## src/cbmic_pkg.sv

```systemverilog
// Overview of operation
// - Mode bits 7:6 and 3:2 read zero
// - Bit 5 enables rising-edge interrupt
// - Bit 4 enables falling-edge interrupt
// - Bits 1:0 select response-time mode
// - Mode register resets to 00000010
// - Edge flags set on transition, sticky
// - Disabled comparator: pin low, interrupts suspended
// - Output-state bit follows comparator result while enabled, reads 0 when disabled
package cbmic_pkg;
    localparam logic [7:0] CBMIC_MODE_ADDR = 8'h89;
    localparam logic [7:0] CBMIC_CTRL_ADDR = 8'h88;
    localparam logic [7:0] CBMIC_MODE_RESET = 8'h02;
    localparam logic [7:0] CBMIC_CTRL_RESET = 8'h00;
    localparam logic [7:0] CBMIC_MODE_MASK = 8'h33;
    localparam int CBMIC_RIE_BIT = 5;
    localparam int CBMIC_FIE_BIT = 4;
    localparam int CBMIC_EN_BIT = 7;
    localparam int CBMIC_OUT_BIT = 6;
    localparam int CBMIC_RIF_BIT = 5;
    localparam int CBMIC_FIF_BIT = 4;
    localparam logic [7:0] CBMIC_HYS_MASK = 8'h0F;
    typedef enum logic [1:0] {
        CBMIC_MODE_FAST = 2'h0,
        CBMIC_MODE_1 = 2'h1,
        CBMIC_MODE_2 = 2'h2,
        CBMIC_MODE_LOW_POWER = 2'h3
    } cbmic_mode_t;
endpackage

```

## src/cbmic_edge_det.sv

```systemverilog
module cbmic_edge_det
    import cbmic_pkg::*;
(
    input wire logic clk,
    input wire logic rst_n,
    input wire logic level,
    input wire logic arm,
    output logic rise,
    output logic fall
);
    logic last;
    logic armed;

    always_ff @(posedge clk) begin
        if (!rst_n) begin
            last <= 1'b0;
            armed <= 1'b0;
        end else begin
            last <= level;
            armed <= arm;
        end
    end

    // Edges only count once the previous sample was taken while enabled
    always_comb begin
        rise = armed && arm && level && !last;
        fall = armed && arm && !level && last;
    end
endmodule

```

## src/cbmic_top.sv

```systemverilog
module cbmic_top
    import cbmic_pkg::*;
(
    input wire logic clk,
    input wire logic rst_n,
    input wire logic [7:0] sfr_addr,
    input wire logic [7:0] sfr_wdata,
    input wire logic sfr_wr,
    input wire logic sfr_rd,
    input wire logic cmp_result,
    output logic [7:0] sfr_rdata,
    output logic comparator_b_irq,
    output logic comparator_b_pin,
    output logic [1:0] response_mode,
    output logic [1:0] hys_pos,
    output logic [1:0] hys_neg,
    output logic comparator_b_enable
);
    logic rise_irq_enable;
    logic fall_irq_enable;
    logic response_mode_hi;
    logic response_mode_lo;
    logic rise_edge_flag;
    logic fall_edge_flag;
    logic [3:0] hysteresis;
    logic comparator_b_output_state;
    logic edge_rise;
    logic edge_fall;
    logic wr_mode;
    logic wr_ctrl;
    logic [7:0] mode_view;
    logic [7:0] ctrl_view;

    // Strobe qualified by an exact address match; shared by every access path
    function automatic logic reg_hit(input logic strobe, input logic [7:0] addr, input logic [7:0] target);
        return strobe && (addr == target);
    endfunction

    assign wr_mode = reg_hit(sfr_wr, sfr_addr, CBMIC_MODE_ADDR);
    assign wr_ctrl = reg_hit(sfr_wr, sfr_addr, CBMIC_CTRL_ADDR);

    // Disabled comparator result is forced low
    assign comparator_b_output_state = comparator_b_enable & cmp_result;

    cbmic_edge_det u_edge (
        .clk(clk),
        .rst_n(rst_n),
        .level(comparator_b_output_state),
        .arm(comparator_b_enable),
        .rise(edge_rise),
        .fall(edge_fall)
    );

    always_ff @(posedge clk) begin
        if (!rst_n) begin
            rise_irq_enable <= CBMIC_MODE_RESET[CBMIC_RIE_BIT];
            fall_irq_enable <= CBMIC_MODE_RESET[CBMIC_FIE_BIT];
            response_mode_hi <= CBMIC_MODE_RESET[1];
            response_mode_lo <= CBMIC_MODE_RESET[0];
        end else if (wr_mode) begin
            // Unused bits are simply not stored
            rise_irq_enable <= sfr_wdata[CBMIC_RIE_BIT];
            fall_irq_enable <= sfr_wdata[CBMIC_FIE_BIT];
            response_mode_hi <= sfr_wdata[1];
            response_mode_lo <= sfr_wdata[0];
        end
    end

    always_ff @(posedge clk) begin
        if (!rst_n) begin
            comparator_b_enable <= CBMIC_CTRL_RESET[CBMIC_EN_BIT];
            hysteresis <= CBMIC_CTRL_RESET[3:0];
        end else if (wr_ctrl) begin
            comparator_b_enable <= sfr_wdata[CBMIC_EN_BIT];
            hysteresis <= sfr_wdata[3:0];
        end
    end

    // Hardware set beats a same-cycle software clear
    always_ff @(posedge clk) begin
        if (!rst_n) begin
            rise_edge_flag <= CBMIC_CTRL_RESET[CBMIC_RIF_BIT];
            fall_edge_flag <= CBMIC_CTRL_RESET[CBMIC_FIF_BIT];
        end else begin
            if (edge_rise) begin
                rise_edge_flag <= 1'b1;
            end else if (wr_ctrl) begin
                rise_edge_flag <= sfr_wdata[CBMIC_RIF_BIT];
            end
            if (edge_fall) begin
                fall_edge_flag <= 1'b1;
            end else if (wr_ctrl) begin
                fall_edge_flag <= sfr_wdata[CBMIC_FIF_BIT];
            end
        end
    end

    always_comb begin
        mode_view = {2'h0, rise_irq_enable, fall_irq_enable, 2'h0, response_mode_hi, response_mode_lo};
        ctrl_view = {comparator_b_enable, comparator_b_output_state, rise_edge_flag, fall_edge_flag, hysteresis};
    end

    always_ff @(posedge clk) begin
        if (!rst_n) begin
            sfr_rdata <= 8'h00;
        end else if (reg_hit(sfr_rd, sfr_addr, CBMIC_MODE_ADDR)) begin
            sfr_rdata <= mode_view;
        end else if (reg_hit(sfr_rd, sfr_addr, CBMIC_CTRL_ADDR)) begin
            sfr_rdata <= ctrl_view;
        end else begin
            sfr_rdata <= 8'h00;
        end
    end

    // Registered outputs; one cycle of latency is harmless for an interrupt line
    always_ff @(posedge clk) begin
        if (!rst_n) begin
            comparator_b_irq <= 1'b0;
            comparator_b_pin <= 1'b0;
            response_mode <= CBMIC_MODE_RESET[1:0];
            hys_pos <= 2'h0;
            hys_neg <= 2'h0;
        end else begin
            comparator_b_irq <= comparator_b_enable &&
                ((rise_edge_flag && rise_irq_enable) || (fall_edge_flag && fall_irq_enable));
            comparator_b_pin <= comparator_b_output_state;
            response_mode <= {response_mode_hi, response_mode_lo};
            hys_pos <= hysteresis[3:2];
            hys_neg <= hysteresis[1:0];
        end
    end

    property p_reset_mode;
        @(posedge clk) $rose(rst_n) |-> (mode_view == CBMIC_MODE_RESET);
    endproperty
    a_reset_mode: assert property (p_reset_mode) else $error("mode reset value wrong");

    property p_unused_zero;
        @(posedge clk) disable iff (!rst_n)
            sfr_rd && sfr_addr == CBMIC_MODE_ADDR |=> (sfr_rdata & ~CBMIC_MODE_MASK) == 8'h00;
    endproperty
    a_unused_zero: assert property (p_unused_zero) else $error("unused mode bits nonzero");

    property p_rie_write;
        @(posedge clk) disable iff (!rst_n) wr_mode |=> rise_irq_enable == $past(sfr_wdata[CBMIC_RIE_BIT]);
    endproperty
    a_rie_write: assert property (p_rie_write) else $error("rise enable not written");

    property p_fie_write;
        @(posedge clk) disable iff (!rst_n) wr_mode |=> fall_irq_enable == $past(sfr_wdata[CBMIC_FIE_BIT]);
    endproperty
    a_fie_write: assert property (p_fie_write) else $error("fall enable not written");

    property p_mode_out;
        @(posedge clk) disable iff (!rst_n) wr_mode |=> ##1 response_mode == $past(sfr_wdata[1:0], 2);
    endproperty
    a_mode_out: assert property (p_mode_out) else $error("response mode output wrong");

    property p_rise_sets;
        @(posedge clk) disable iff (!rst_n) edge_rise |=> rise_edge_flag;
    endproperty
    a_rise_sets: assert property (p_rise_sets) else $error("rise flag not set");

    property p_fall_sticky;
        @(posedge clk) disable iff (!rst_n) fall_edge_flag && !wr_ctrl |=> fall_edge_flag;
    endproperty
    a_fall_sticky: assert property (p_fall_sticky) else $error("fall flag lost");

    property p_disabled_quiet;
        @(posedge clk) disable iff (!rst_n) !comparator_b_enable |=> !comparator_b_irq && !comparator_b_pin;
    endproperty
    a_disabled_quiet: assert property (p_disabled_quiet) else $error("disabled comparator active");

    property p_irq;
        @(posedge clk) disable iff (!rst_n)
            comparator_b_enable && rise_edge_flag && rise_irq_enable |=> comparator_b_irq;
    endproperty
    a_irq: assert property (p_irq) else $error("irq missing");

    property p_irq_fall;
        @(posedge clk) disable iff (!rst_n)
            comparator_b_enable && fall_edge_flag && fall_irq_enable |=> comparator_b_irq;
    endproperty
    a_irq_fall: assert property (p_irq_fall) else $error("fall irq missing");

    property p_irq_needs_cause;
        @(posedge clk) disable iff (!rst_n)
            !(rise_edge_flag && rise_irq_enable) && !(fall_edge_flag && fall_irq_enable) |=> !comparator_b_irq;
    endproperty
    a_irq_needs_cause: assert property (p_irq_needs_cause) else $error("irq without enabled flag");

    property p_fall_sets;
        @(posedge clk) disable iff (!rst_n) edge_fall |=> fall_edge_flag;
    endproperty
    a_fall_sets: assert property (p_fall_sets) else $error("fall flag not set");

    property p_rise_sticky;
        @(posedge clk) disable iff (!rst_n) rise_edge_flag && !wr_ctrl |=> rise_edge_flag;
    endproperty
    a_rise_sticky: assert property (p_rise_sticky) else $error("rise flag lost");

    property p_pin_follows;
        @(posedge clk) disable iff (!rst_n) comparator_b_enable |=> comparator_b_pin == $past(cmp_result);
    endproperty
    a_pin_follows: assert property (p_pin_follows) else $error("pin does not follow result");

    property p_no_edge_off;
        @(posedge clk) disable iff (!rst_n) !comparator_b_enable |-> !edge_rise && !edge_fall;
    endproperty
    a_no_edge_off: assert property (p_no_edge_off) else $error("edge seen while disabled");

    property p_rie_hold;
        @(posedge clk) disable iff (!rst_n) !wr_mode |=> $stable(rise_irq_enable);
    endproperty
    a_rie_hold: assert property (p_rie_hold) else $error("rise enable changed without write");

    property p_mode_hold;
        @(posedge clk) disable iff (!rst_n)
            !wr_mode |=> $stable(response_mode_hi) && $stable(response_mode_lo);
    endproperty
    a_mode_hold: assert property (p_mode_hold) else $error("mode changed without write");

    property p_ctrl_reset;
        @(posedge clk) $rose(rst_n) |-> !comparator_b_enable && !rise_edge_flag && !fall_edge_flag;
    endproperty
    a_ctrl_reset: assert property (p_ctrl_reset) else $error("control reset value wrong");

    c_rise: cover property (@(posedge clk) disable iff (!rst_n) edge_rise ##1 comparator_b_irq);
    c_fall: cover property (@(posedge clk) disable iff (!rst_n) edge_fall ##1 fall_edge_flag);
    c_clear: cover property (@(posedge clk) disable iff (!rst_n) rise_edge_flag ##1 wr_ctrl ##1 !rise_edge_flag);
    c_set_wins: cover property (@(posedge clk) disable iff (!rst_n) edge_rise && wr_ctrl ##1 rise_edge_flag);
endmodule

```

## config.mk

```make
export PLATFORM = sky130hd
export DESIGN_NAME = cbmic_top
export DESIGN_NICKNAME = d
export VERILOG_FILES = /design/src/cbmic_pkg.sv /design/src/cbmic_edge_det.sv /design/src/cbmic_top.sv
export SDC_FILE = /design/constraint.sdc
export NUM_CORES = 1
export LEC_CHECK = 0
export ABC_AREA = 1
export BUFFER_PORTS_ARGS = -buffer_cell sky130_fd_sc_hd__buf_2
export CELL_PAD_IN_SITES_DETAIL_PLACEMENT = 0
export CELL_PAD_IN_SITES_GLOBAL_PLACEMENT = 2
export CORE_ASPECT_RATIO = 0.7
export CORE_MARGIN = 2
export CORE_UTILIZATION = 26
export CTS_CLUSTER_SIZE = 16
export DETAILED_ROUTE_END_ITERATION = 12
export HOLD_SLACK_MARGIN = 0.03
export PLACE_DENSITY = 0.88
export REMOVE_ABC_BUFFERS = 1
export SLEW_MARGIN = 30
export SYNTH_ARGS = -nofsm -noshare
export SYNTH_HDL_FRONTEND = slang
export SYNTH_SLANG_ARGS = --single-unit
```

## constraint.sdc

```tcl
create_clock -name clk -period 1.2 [get_ports clk]
set_clock_uncertainty 0.05 [all_clocks]
set_input_delay 0.24 -clock clk [delete_from_list [all_inputs] [get_ports clk]]
set_output_delay 0.24 -clock clk [all_outputs]
set_load 0.005 [all_outputs]
```

Yosys cells after proc, flatten, opt, wreduce, memory -nomap -nowiden
Cells that the tools add are included.
- multiplexer cells: 6
- bitwise gates (word level): 3
- reductions and logical operators: 18
- equal/unequal tests: 2
- operator list (cell ; number):
    $eq A8 B8 Y1 const B ; 2
    $logic_and A1 B1 Y1 ; 12
    $mux W6 ; 2
    $mux W1 ; 4
    $reduce_bool A2 Y1 ; 2
    $reduce_or A3 Y1 ; 1
    $logic_not A1 Y1 ; 2
    $not A1 Y1 ; 2
    $and A1 B1 Y1 ; 1
    $logic_or A1 B1 Y1 ; 1
- flip-flop bits (word level): 28
- logic and storage cells: 45
- output and inout bits: 17
- bits of input ports: 21

Longest topological paths before layout
Gate-level depths: netlist (run 1).
- depth after elaboration: 5
- gate-level depth with buffers: 8

By module
Synthesis (run 1) repeated with hierarchy kept, for this count alone.
- cells, all modules: 149
- area, all modules: 1149.9 um^2
- modules (own cells, without submodules) (module ; cells an instance ; times used ; sequential area each (um^2) ; area each (um^2)):
    cbmic_top ; 136 ; 1 ; 540.5 ; 1068.5
    cbmic_edge_det ; 13 ; 1 ; 40.0 ; 81.3

Least setup slack after synthesis (run 1)
Ideal clock, no wire load.
- path kind: input port to flip-flop
- from: input port sfr_addr[6]
- to: register fall_edge_flag
- slack: 0.192 ns
- buffers on the path: 0
- stages on the path: 8
- library setup time: 0.113 ns
- arrival time: 0.845 ns
- cells stage by stage: inv_1 nand2_2 nor2_8 nand3_4 clkinv_2 nand2_1 nand3_1 nand2_1
- cells in the longest elaborated chain, start to end: 3
- RTL lines (what ; RTL line ; RTL):
    start: declaration ; cbmic_top.sv:6 ; input wire logic [7:0] sfr_addr,
    $eq A8 B8 Y1 ; cbmic_top.sv:36 ; return strobe && (addr == target);
    $logic_and A1 B1 Y1 ; cbmic_top.sv:36 ;
    $reduce_bool A2 Y1 (no line) ; -- ;
    end signal: assignment ; cbmic_top.sv:83 ; fall_edge_flag <= CBMIC_CTRL_RESET[CBMIC_FIF_BIT];
    end signal: assignment ; cbmic_top.sv:93 ; fall_edge_flag <= sfr_wdata[CBMIC_FIF_BIT];
    end: declaration ; cbmic_top.sv:24 ; logic fall_edge_flag;
Every way passes these cells.
A chain may end at the register's enable or synchronous reset.

Worst setup path in the final report (run 1)
- from: register comparator_b_enable
- to: output port comparator_b_enable
- RTL lines (what ; RTL line ; RTL):
    start: declaration ; cbmic_top.sv:17 ; output logic comparator_b_enable
    start signal: assignment ; cbmic_top.sv:71 ; comparator_b_enable <= CBMIC_CTRL_RESET[CBMIC_EN_BIT];
    start signal: assignment ; cbmic_top.sv:74 ; comparator_b_enable <= sfr_wdata[CBMIC_EN_BIT];
No word-level cell between the ends.

==> results of run 1 <==
[synth_stat cells]
cell      count  area [um2]
inv_2         2        7.51
nor3_1        1        5.00
clkinv_2      1        5.00
nor2_1        7        26.3
a21oi_1      12        60.1
nand3_1       5        25.0
nor2_2        3        18.8
nand3_2       1        10.0
or2_2         1        6.26
nand4_1       2        12.5
nor3_2        1        10.0
dfxtp_1      28         561
nand2_1      41         154
nand2_2       5        31.3
clkinv_1      1        3.75
nand3_4       1        17.5
nor2_8        1        20.0
clkbuf_1      1        3.75
inv_1        22        82.6
buf_2         1        5.00
[registers in the layout, indices dropped and copies added (netlist names)]
name,cells
rise_edge_flag,1
response_mode_hi,1
hys_pos,2
u_edge.armed,1
fall_irq_enable,1
fall_edge_flag,1
rise_irq_enable,1
comparator_b_irq,1
comparator_b_pin,1
hysteresis,4
sfr_rdata,8
response_mode_lo,1
comparator_b_enable,1
hys_neg,2
response_mode,2
[cells in the final DEF (no fill, tap or decap), drive strengths merged]
master and n:
buf 40, nand3 7, nor2 11, bufinv 1
clkbuf 3, nor3 2, a21oi 12, or2 1
dfxtp 28, inv 24, clkinv 2, nand4 2
nand2 46
[metal layers]
layer / GRT usage / wire (um) / up-vias
met5: 0 / 0 / -
met4: 0.0291 / 30 / 0
met3: 0.0348 / 118 / 4
met2: 0.194 / 1120 / 27
met1: 0.127 / 1020 / 435
li1: - / - / 495
[per-stage QoR]
step / setup slack [ns] / utilization / instance area (um2) / power (mW)
after floorplan: 0.192 / - / 1060 / 0.983
after global placement: 0.0128 / 0.339 / 1330 / 1.03
after detailed placement: -0.00757 / 0.339 / 1330 / 1.04
after CTS: 0.0557 / 0.358 / 1400 / 1.77
after global routing: 0.0231 / 0.358 / 1400 / 1.83
final: 0.0779 / 0.358 / 1400 / 1.74
[area by class of cell]
type | count | area (um2) | share of cell area
clock buffers | 3 | 41.3 | 0.0294
clock inverters | 1 | 30.0 | 0.0214
inverters | 26 | 98.8 | 0.0705
multi-input cells | 81 | 397 | 0.283
flip-flops and latches | 28 | 561 | 0.400
well taps | 52 | 65.1 | 0.0464
repair buffers | 40 | 210 | 0.150
[logic make-up (layout without fill, tap and decap cells)]
group,after synthesis,in the layout,synth area share
simple gates,69,69,0.316
flops,28,28,0.526
buf+inv,28,70,0.101
compound gates,12,12,0.0564
[path summary, 6_finish.rpt]
check	slack, ns	endpoint
worst max-delay path	0.08	comparator_b_enable
worst min-delay path	0.15	response_mode_hi$_SDFFE_PN1P_
worst max register to register	0.24	rise_edge_flag$_SDFFE_PN0P_
worst min register to register	0.40	hys_pos[1]$_SDFF_PN0_
[power by group]
part / switching (mW) / internal [mW] / total (mW)
logic: 0.0493 / 0.0338 / 0.0832
clock network: 0.282 / 0.446 / 0.728
registers: 0.000501 / 0.929 / 0.930
total: 0.332 / 1.41 / 1.74
==> impl_metrics.tcl, run 1 <==
set metrics [dict create \
    outcome "completed" \
    hold_violations 0 \
    drive_gt1_frac 0.335 \
    area_delta_synth_final_pct 31.7 \
    drt-initial-drc-count 34 \
    cp_slowest_stage_delay_ns 0.42 \
    holdPathStages 3 \
    post_cts_resized 0 \
    drcViolationCount 0 \
    crit_family "flip-flops" \
    vdd_ir_drop_max_v 0.000561 \
    worstMarginPinSlew_ns 0.223 \
    hold_buffers 0 \
    tns_ns 0 \
    core_mm2 0.00392 \
    clk_pin_slew_ns 0.09 \
    synth_cell_types 20 \
    grt_pass1_wl_um 3900 \
    numCtsBuffers 3 \
    clkLatencyLatePin_ns 0.27 \
    grt_setup_unrepaired "false" \
    yosysSeqAreaShare 0.526 \
    syn_area_mm2 0.00106 \
    grt_pass1_vias 915 \
    maxCapViolCount 0 \
    port_buffers 36 \
    wire_per_inst_um 9.92 \
    cp.buffers_inverters 1 \
    overflow 0 \
    r2r_start "comparator_b_enable$_SDFFE_PN0P_" \
    ant_nets 0 \
    dp.cells 227 \
    die_h_um 57.5 \
    ys_ff_latch 28 \
    criticalPathCategory "reg -> out" \
    synth_cells 137 \
    dieArea_mm2 0.00463 \
    worst_setup_path_end_kind "output port" \
    path_max_fanout 5 \
    cts_buffer_depth 2 \
    dr.pass1.iters 4 \
    post_cts.repair.setup_buffers 0 \
    antenna_found_initial 0 \
    drt-total-wl_um 2290 \
    grt_max_degree 17 \
    fillers 418 \
    ios 38 \
    htreeDepth 1 \
    rows 19 \
    worstHoldStart "sfr_wdata[1]" \
    fin_cells 231 \
    cp_cell_sequence "buf_2" \
    reg2regPathDepth 4 \
    finalMaxSlewViolations 0 \
    crit_path_start_kind "flop" \
    drt-vias-per-instance 4.16 \
    die_x_um 80.5 \
    hp-class "in -> reg" \
    hold_ws_ns 0.151 \
    yosys_warnings 0 \
    initial_core_util 0.271 \
    max_freq_mhz 891 \
    critical_path_depth 1 \
    cts_root_buf "clkbuf_8" \
    hpwl_um 1800 \
    num_antenna_cells 0 \
    via_count 961 \
    finalCritPeriodShare 0.935 \
    startpoint "comparator_b_enable$_SDFFE_PN0P_" \
    cts_sinks 28 \
    fin_crit_ns 1.12 \
    slew_headroom 0.851 \
    leakage_nw 0.697 \
    required_ns 0.91 \
    crit_slowest_cell "dfxtp_1" \
    critPathArrivalTime_ns 0.83 \
    globalRouteTotalUtil 0.109 \
    power_density_mw_per_mm2 1240 \
    nNetsFinal 201 \
    setup_viol 0 \
    avgSynthCellArea_um2 7.77 \
    cts_tree "done" \
    place.gp.congestion 0.791 \
]
No activity file was read; power rests on OpenSTA's default activity.
==> run 2: changes to the inputs <==
==> constraint.sdc (replaced) <==
create_clock -name clk -period 1.2 [get_ports clk]
set_clock_uncertainty 0.05 [all_clocks]
set_input_delay 0.06 -clock clk [delete_from_list [all_inputs] [get_ports clk]]
set_output_delay 0.06 -clock clk [all_outputs]
set_load 0.005 [all_outputs]
==> impl_metrics.tcl, run 2 (synthesis results as in run 1) <==
set metrics [dict create \
    placed_area_mm2 0.00131 \
    cts_buffer_depth 2 \
    dp.cells 224 \
    grt_pass1_wl_um 3930 \
    outcome "completed" \
    numCtsBuffers 3 \
    overflow 0 \
    hpwl_um 1770 \
    die_x_um 80.5 \
    final_cell_mix "nand2_1 (41), buf_2 (36), dfxtp_1 (28)" \
    required_ns 1.36 \
    crit_path_start_kind "flop" \
    globalRouteTotalUtil 0.109 \
    initial_core_util 0.271 \
    critPathArrivalTime_ns 1.11 \
    grt_pass1_vias 935 \
    final_common_cell "nand2_1" \
    finalMaxSlewViolations 0 \
    nNetsFinal 206 \
    tns_ns 0 \
    maxCapViolCount 0 \
    drt-initial-drc-count 48 \
    ant_nets 0 \
    regArea_um2 561 \
    drcViolationCount 0 \
    cts_sinks 28 \
    fillers 417 \
    fin_area_mm2 0.00146 \
    slew_headroom 0.857 \
    wire_per_inst_um 9.70 \
    criticalPathCategory "reg -> reg" \
    area_delta_synth_final_pct 37.1 \
    antenna_found_initial 0 \
    met3_length_um 161 \
    finalCritPeriodShare 0.797 \
    htreeDepth 1 \
    clk_pin_slew_ns 0.09 \
    setup_viol 0 \
    largest_register_ffs 8 \
    drive_gt1_frac 0.310 \
    fin_crit_ns 0.956 \
    m1WireLength_um 1030 \
    leakage_nw 0.718 \
    worstMarginPinSlew_ns 0.214 \
    drt-total-wl_um 2290 \
    die_h_um 57.5 \
    dieArea_mm2 0.00463 \
    drt-vias-per-instance 3.99 \
    path_max_fanout 5 \
    via_count 941 \
    max_freq_mhz 1050 \
    top_register "sfr_rdata" \
    worst_setup_path_end_kind "flop" \
    rows 19 \
    vdd_ir_drop_max_v 0.000703 \
    port_buffers 36 \
    hp-class "in -> reg" \
    fin_cells 236 \
    reg_top3 "sfr_rdata (8), hysteresis (4)" \
    clkLatencyLatePin_ns 0.27 \
    multi_input_area_um2 397 \
    power_density_mw_per_mm2 1200 \
    post_cts_resized 0 \
    grt_max_degree 17 \
    core_mm2 0.00392 \
    dr.pass1.iters 4 \
    num_antenna_cells 0 \
    place.gp.congestion 0.775 \
    ios 38 \
    hold_violations 0 \
    top_layer "met4" \
    hold_ws_ns 0.0367 \
    wl_met2_um 1080 \
    grt_setup_unrepaired "false" \
    cts_tree "done" \
    cts_root_buf "clkbuf_8" \
]
run 2: changes by cell type in the layout (fill, tap and decap cells not counted):
| cell | before | now |
|---|---|---|
| buf_4 | 4 | 1 |
| dlygate4sd3_1 | 0 | 8 |
run 2: report_power, final:
group / leakage (nW) / switching [mW] / internal, mW
logic: 0.456 / 0.0515 / 0.0505
clock network: 0.0357 / 0.280 / 0.446
registers: 0.225 / 0.000481 / 0.929
total: 0.718 / 0.332 / 1.43
run 2: worst paths after layout:
path                                                        from                            end  slack (ns)  cells after the start
worst max-delay path            comparator_b_enable$_SDFFE_PN0P_    rise_edge_flag$_SDFFE_PN0P_        0.24                      4
worst max register to register  comparator_b_enable$_SDFFE_PN0P_    rise_edge_flag$_SDFFE_PN0P_        0.24                      4
worst min register to register        hysteresis[3]$_SDFFE_PN0P_        sfr_rdata[3]$_SDFF_PP0_        0.40                      2
worst min-delay path                                       rst_n  response_mode_hi$_SDFFE_PN1P_        0.04                      2
run 2: final cells by class:
class,instances,area share
Timing Repair Buffer,45,0.183
Clock buffer,3,0.0283
Clock inverter,1,0.0206
Tap cell,52,0.0446
Multi-Input combinational cell,81,0.272
Inverter,26,0.0677
Sequential cell,28,0.384
run 2: worst max-delay path, stage by stage (launching register included):
cell and delay (ns):
dfxtp_1 0.41, nand4_1 0.17, nand2_1 0.10, nand2_1 0.05, a21oi_1 0.11
run 2: repair_timing:
action,4_1_cts,5_1_grt
setup buffers,0,0
endpoints found under the hold margin,10,0
hold buffers,8,0
run 2: per-layer routing:
layer | vias to the layer above | GRT usage
met5 | - | 0
met4 | 0 | 0.0387
met3 | 2 | 0.0348
met2 | 21 | 0.177
met1 | 412 | 0.136
li1 | 506 | -
run 2: stage by stage:
stage	total power, mW	setup WS (ns)	utilization
2_1_floorplan	0.983	0.352	-
5_1_grt	1.83	0.125	0.372
3_3_place_gp	1.03	0.178	0.334
6_report	1.76	0.244	0.372
4_1_cts	1.78	0.249	0.372
3_5_place_dp	1.03	0.125	0.334
==> run 3: changes to the inputs <==
- ABC_AREA: 1 -> 0
- CORE_UTILIZATION: 26 -> 25
- PLACE_DENSITY: 0.88 -> 0.83
- clock period: 1.2 -> 0.8 ns (I/O delays scaled with it)
==> impl_metrics.tcl, run 3 <==
set metrics [dict create \
    outcome "finished, violations left" \
    violations "negative hold slack, negative setup slack" \
    crit_slowest_cell "or4b_4" \
    overflow 0 \
    slew_headroom 0.848 \
    vdd_ir_drop_max_v 0.000691 \
    core_mm2 0.00390 \
    clkLatencyLatePin_ns 0.27 \
    clk_pin_slew_ns 0.09 \
    cts_root_buf "clkbuf_8" \
    yosys.area.top_type "dfxtp_1" \
    cp_cell_sequence "buf_6 -> or4b_4 -> nor3_4 -> buf_12 -> mux2i_1" \
    cts_buffer_depth 2 \
    dp.cells 195 \
    cts_tree "done" \
    power_mw 2.46 \
    worst_setup_path_end_kind "flop" \
    finalCritPeriodShare 1.29 \
    nNetsFinal 178 \
    dr.pass1.iters 4 \
    reg_top3 "sfr_rdata (8), hysteresis (4)" \
    drt-total-wl_um 2390 \
    final_cell_mix "buf_2 (32), dfxtp_1 (25), nand2_1 (15)" \
    die_h_um 57.3 \
    grt_max_degree 16 \
    grt_pass1_vias 904 \
    crit_family "simple AND/OR/NAND/NOR gates" \
    synth_common_cells "dfxtp_1 (28), nand2_1 (16), mux2i_1 (12), inv_1 (8), nor2_1 (5)" \
    syn_area_mm2 0.00101 \
    max_freq_mhz 965 \
    drive_gt1_frac 0.442 \
    grt_pass1_wl_um 3990 \
    synth_edf_count 0 \
    criticalPathCategory "in -> reg" \
    initial_core_util 0.260 \
    num_antenna_cells 0 \
    ys_ff_latch 28 \
    largest_register_ffs 8 \
    worst_slack_ns -0.236 \
    avgSynthCellArea_um2 10.4 \
    synth_cell_types 21 \
    finalMaxSlewViolations 0 \
    globalRouteTotalUtil 0.113 \
    setup_viol 13 \
    numCtsBuffers 3 \
    wire_per_inst_um 11.5 \
    hold_buffers 8 \
    hp-class "in -> reg" \
    yosysSeqAreaShare 0.552 \
    required_ns 0.95 \
    die_x_um 80.1 \
    htreeDepth 1 \
    cp_slowest_stage_delay_ns 0.56 \
    netlist.area_leader.share 0.552 \
    drcViolationCount 0 \
    ios 38 \
    top_register "sfr_rdata" \
    path_max_fanout 5 \
    worstMarginPinSlew_ns 0.227 \
    antenna_found_initial 0 \
    via_count 896 \
    final_common_cell "buf_2" \
    yosysMostFrequentCell "dfxtp_1" \
    drt-vias-per-instance 4.31 \
    rows 19 \
    pre_cts_slack_ns -0.545 \
    critPathArrivalTime_ns 1.19 \
    leakage_nw 0.731 \
    hpwl_um 1800 \
    yosys_warnings 0 \
    area_delta_synth_final_pct 57.8 \
    port_buffers 36 \
    cp.buffers_inverters 2 \
    maxCapViolCount 0 \
    hold_violations 1 \
    fin_crit_ns 1.04 \
    crit_path_start_kind "input pin" \
    synth_cells 98 \
    async_flop_share 0 \
    synth_area_leaders "dfxtp_1 (55%), mux2i_1 (12%), nand2_1 (5.9%)" \
    power_density_mw_per_mm2 1540 \
    grt_setup_unrepaired "true" \
    ant_nets 0 \
    place.gp.congestion 0.789 \
    synth_top_flop_cell "dfxtp_1" \
    fin_cells 208 \
    cts_sinks 28 \
    drt-initial-drc-count 51 \
    hold_ws_ns -0.0130 \
    dieArea_mm2 0.00459 \
]
-- run 3: cell count changes in the layout (fill, tap and decap cells not counted), sizes merged, moves of 3 or more --
cell	change
a21oi	-12
a31oi	+4
buf	+13
inv	-16
mux2i	+12
nand2	-30
nand3	-7
nand4b	+4
nor2	-6
nor3b	+3
-- run 3: path summary, 6_finish.rpt --
kind | cells past startpoint | startpoint | slack (ns) | endpoint
setup / recovery | 5 | sfr_addr[5] | -0.24 | hysteresis[3]$_SDFFE_PN0P_
hold / removal | 2 | rst_n | -0.01 | response_mode[1]$_SDFF_PN1_
setup reg to reg | 3 | comparator_b_enable$_SDFFE_PN0P_ | -0.09 | fall_edge_flag$_SDFFE_PN0P_
hold reg to reg | 2 | hysteresis[1]$_SDFFE_PN0P_ | 0.41 | hys_neg[1]$_SDFF_PN0_
-- run 3: timing repair --
action	4_1_cts	5_1_grt
pin swaps	6	5
endpoints found under the setup margin	14	36
resized for setup	18	6
buffers inserted	2	0
endpoints found under the hold margin	12	1
-- run 3: report_power, final --
group	switching, mW	internal [mW]	leakage, nW
combinational	0.0920	0.121	0.476
sequential	0.000529	1.39	0.226
clock	0.418	0.440	0.0288
total	0.511	1.95	0.731
-- run 3: final cells by class --
class	count	area (um2)
multi-input combinational	58	467
sequential	28	567
fill	396	2300
tap	52	65.1
clock buffer	4	55.1
timing repair buffer	58	418
inverter	8	30.0
-- run 3: through the flow --
step | setup TNS (ns) | area [um2] | util
6_report | -1.56 | 1600 | 0.411
3_3_place_gp | -6.39 | 1350 | 0.347
3_5_place_dp | -6.87 | 1350 | 0.347
2_1_floorplan | -3.61 | 998 | -
5_1_grt | -2.34 | 1600 | 0.411
4_1_cts | -2.05 | 1580 | 0.405
-- run 3: cells by family (layout without fill, tap and decap cells) --
family                 Yosys count  count (layout)  share of synthesized area
buffers and inverters           12              70                     0.0456
DFF                             28              28                      0.552
AOI/OAI and AO/OA                7               7                     0.0469
muxes                           12              12                      0.118
and+or+nand+nor                 39              39                      0.237
-- run 3: layer usage --
metal | track usage | vias up | wire [um]
met5 | 0 | - | 0
met4 | 0.00726 | 0 | 0
met3 | 0.0443 | 0 | 133
met2 | 0.187 | 19 | 1190
met1 | 0.147 | 426 | 1070
li1 | - | 451 | -
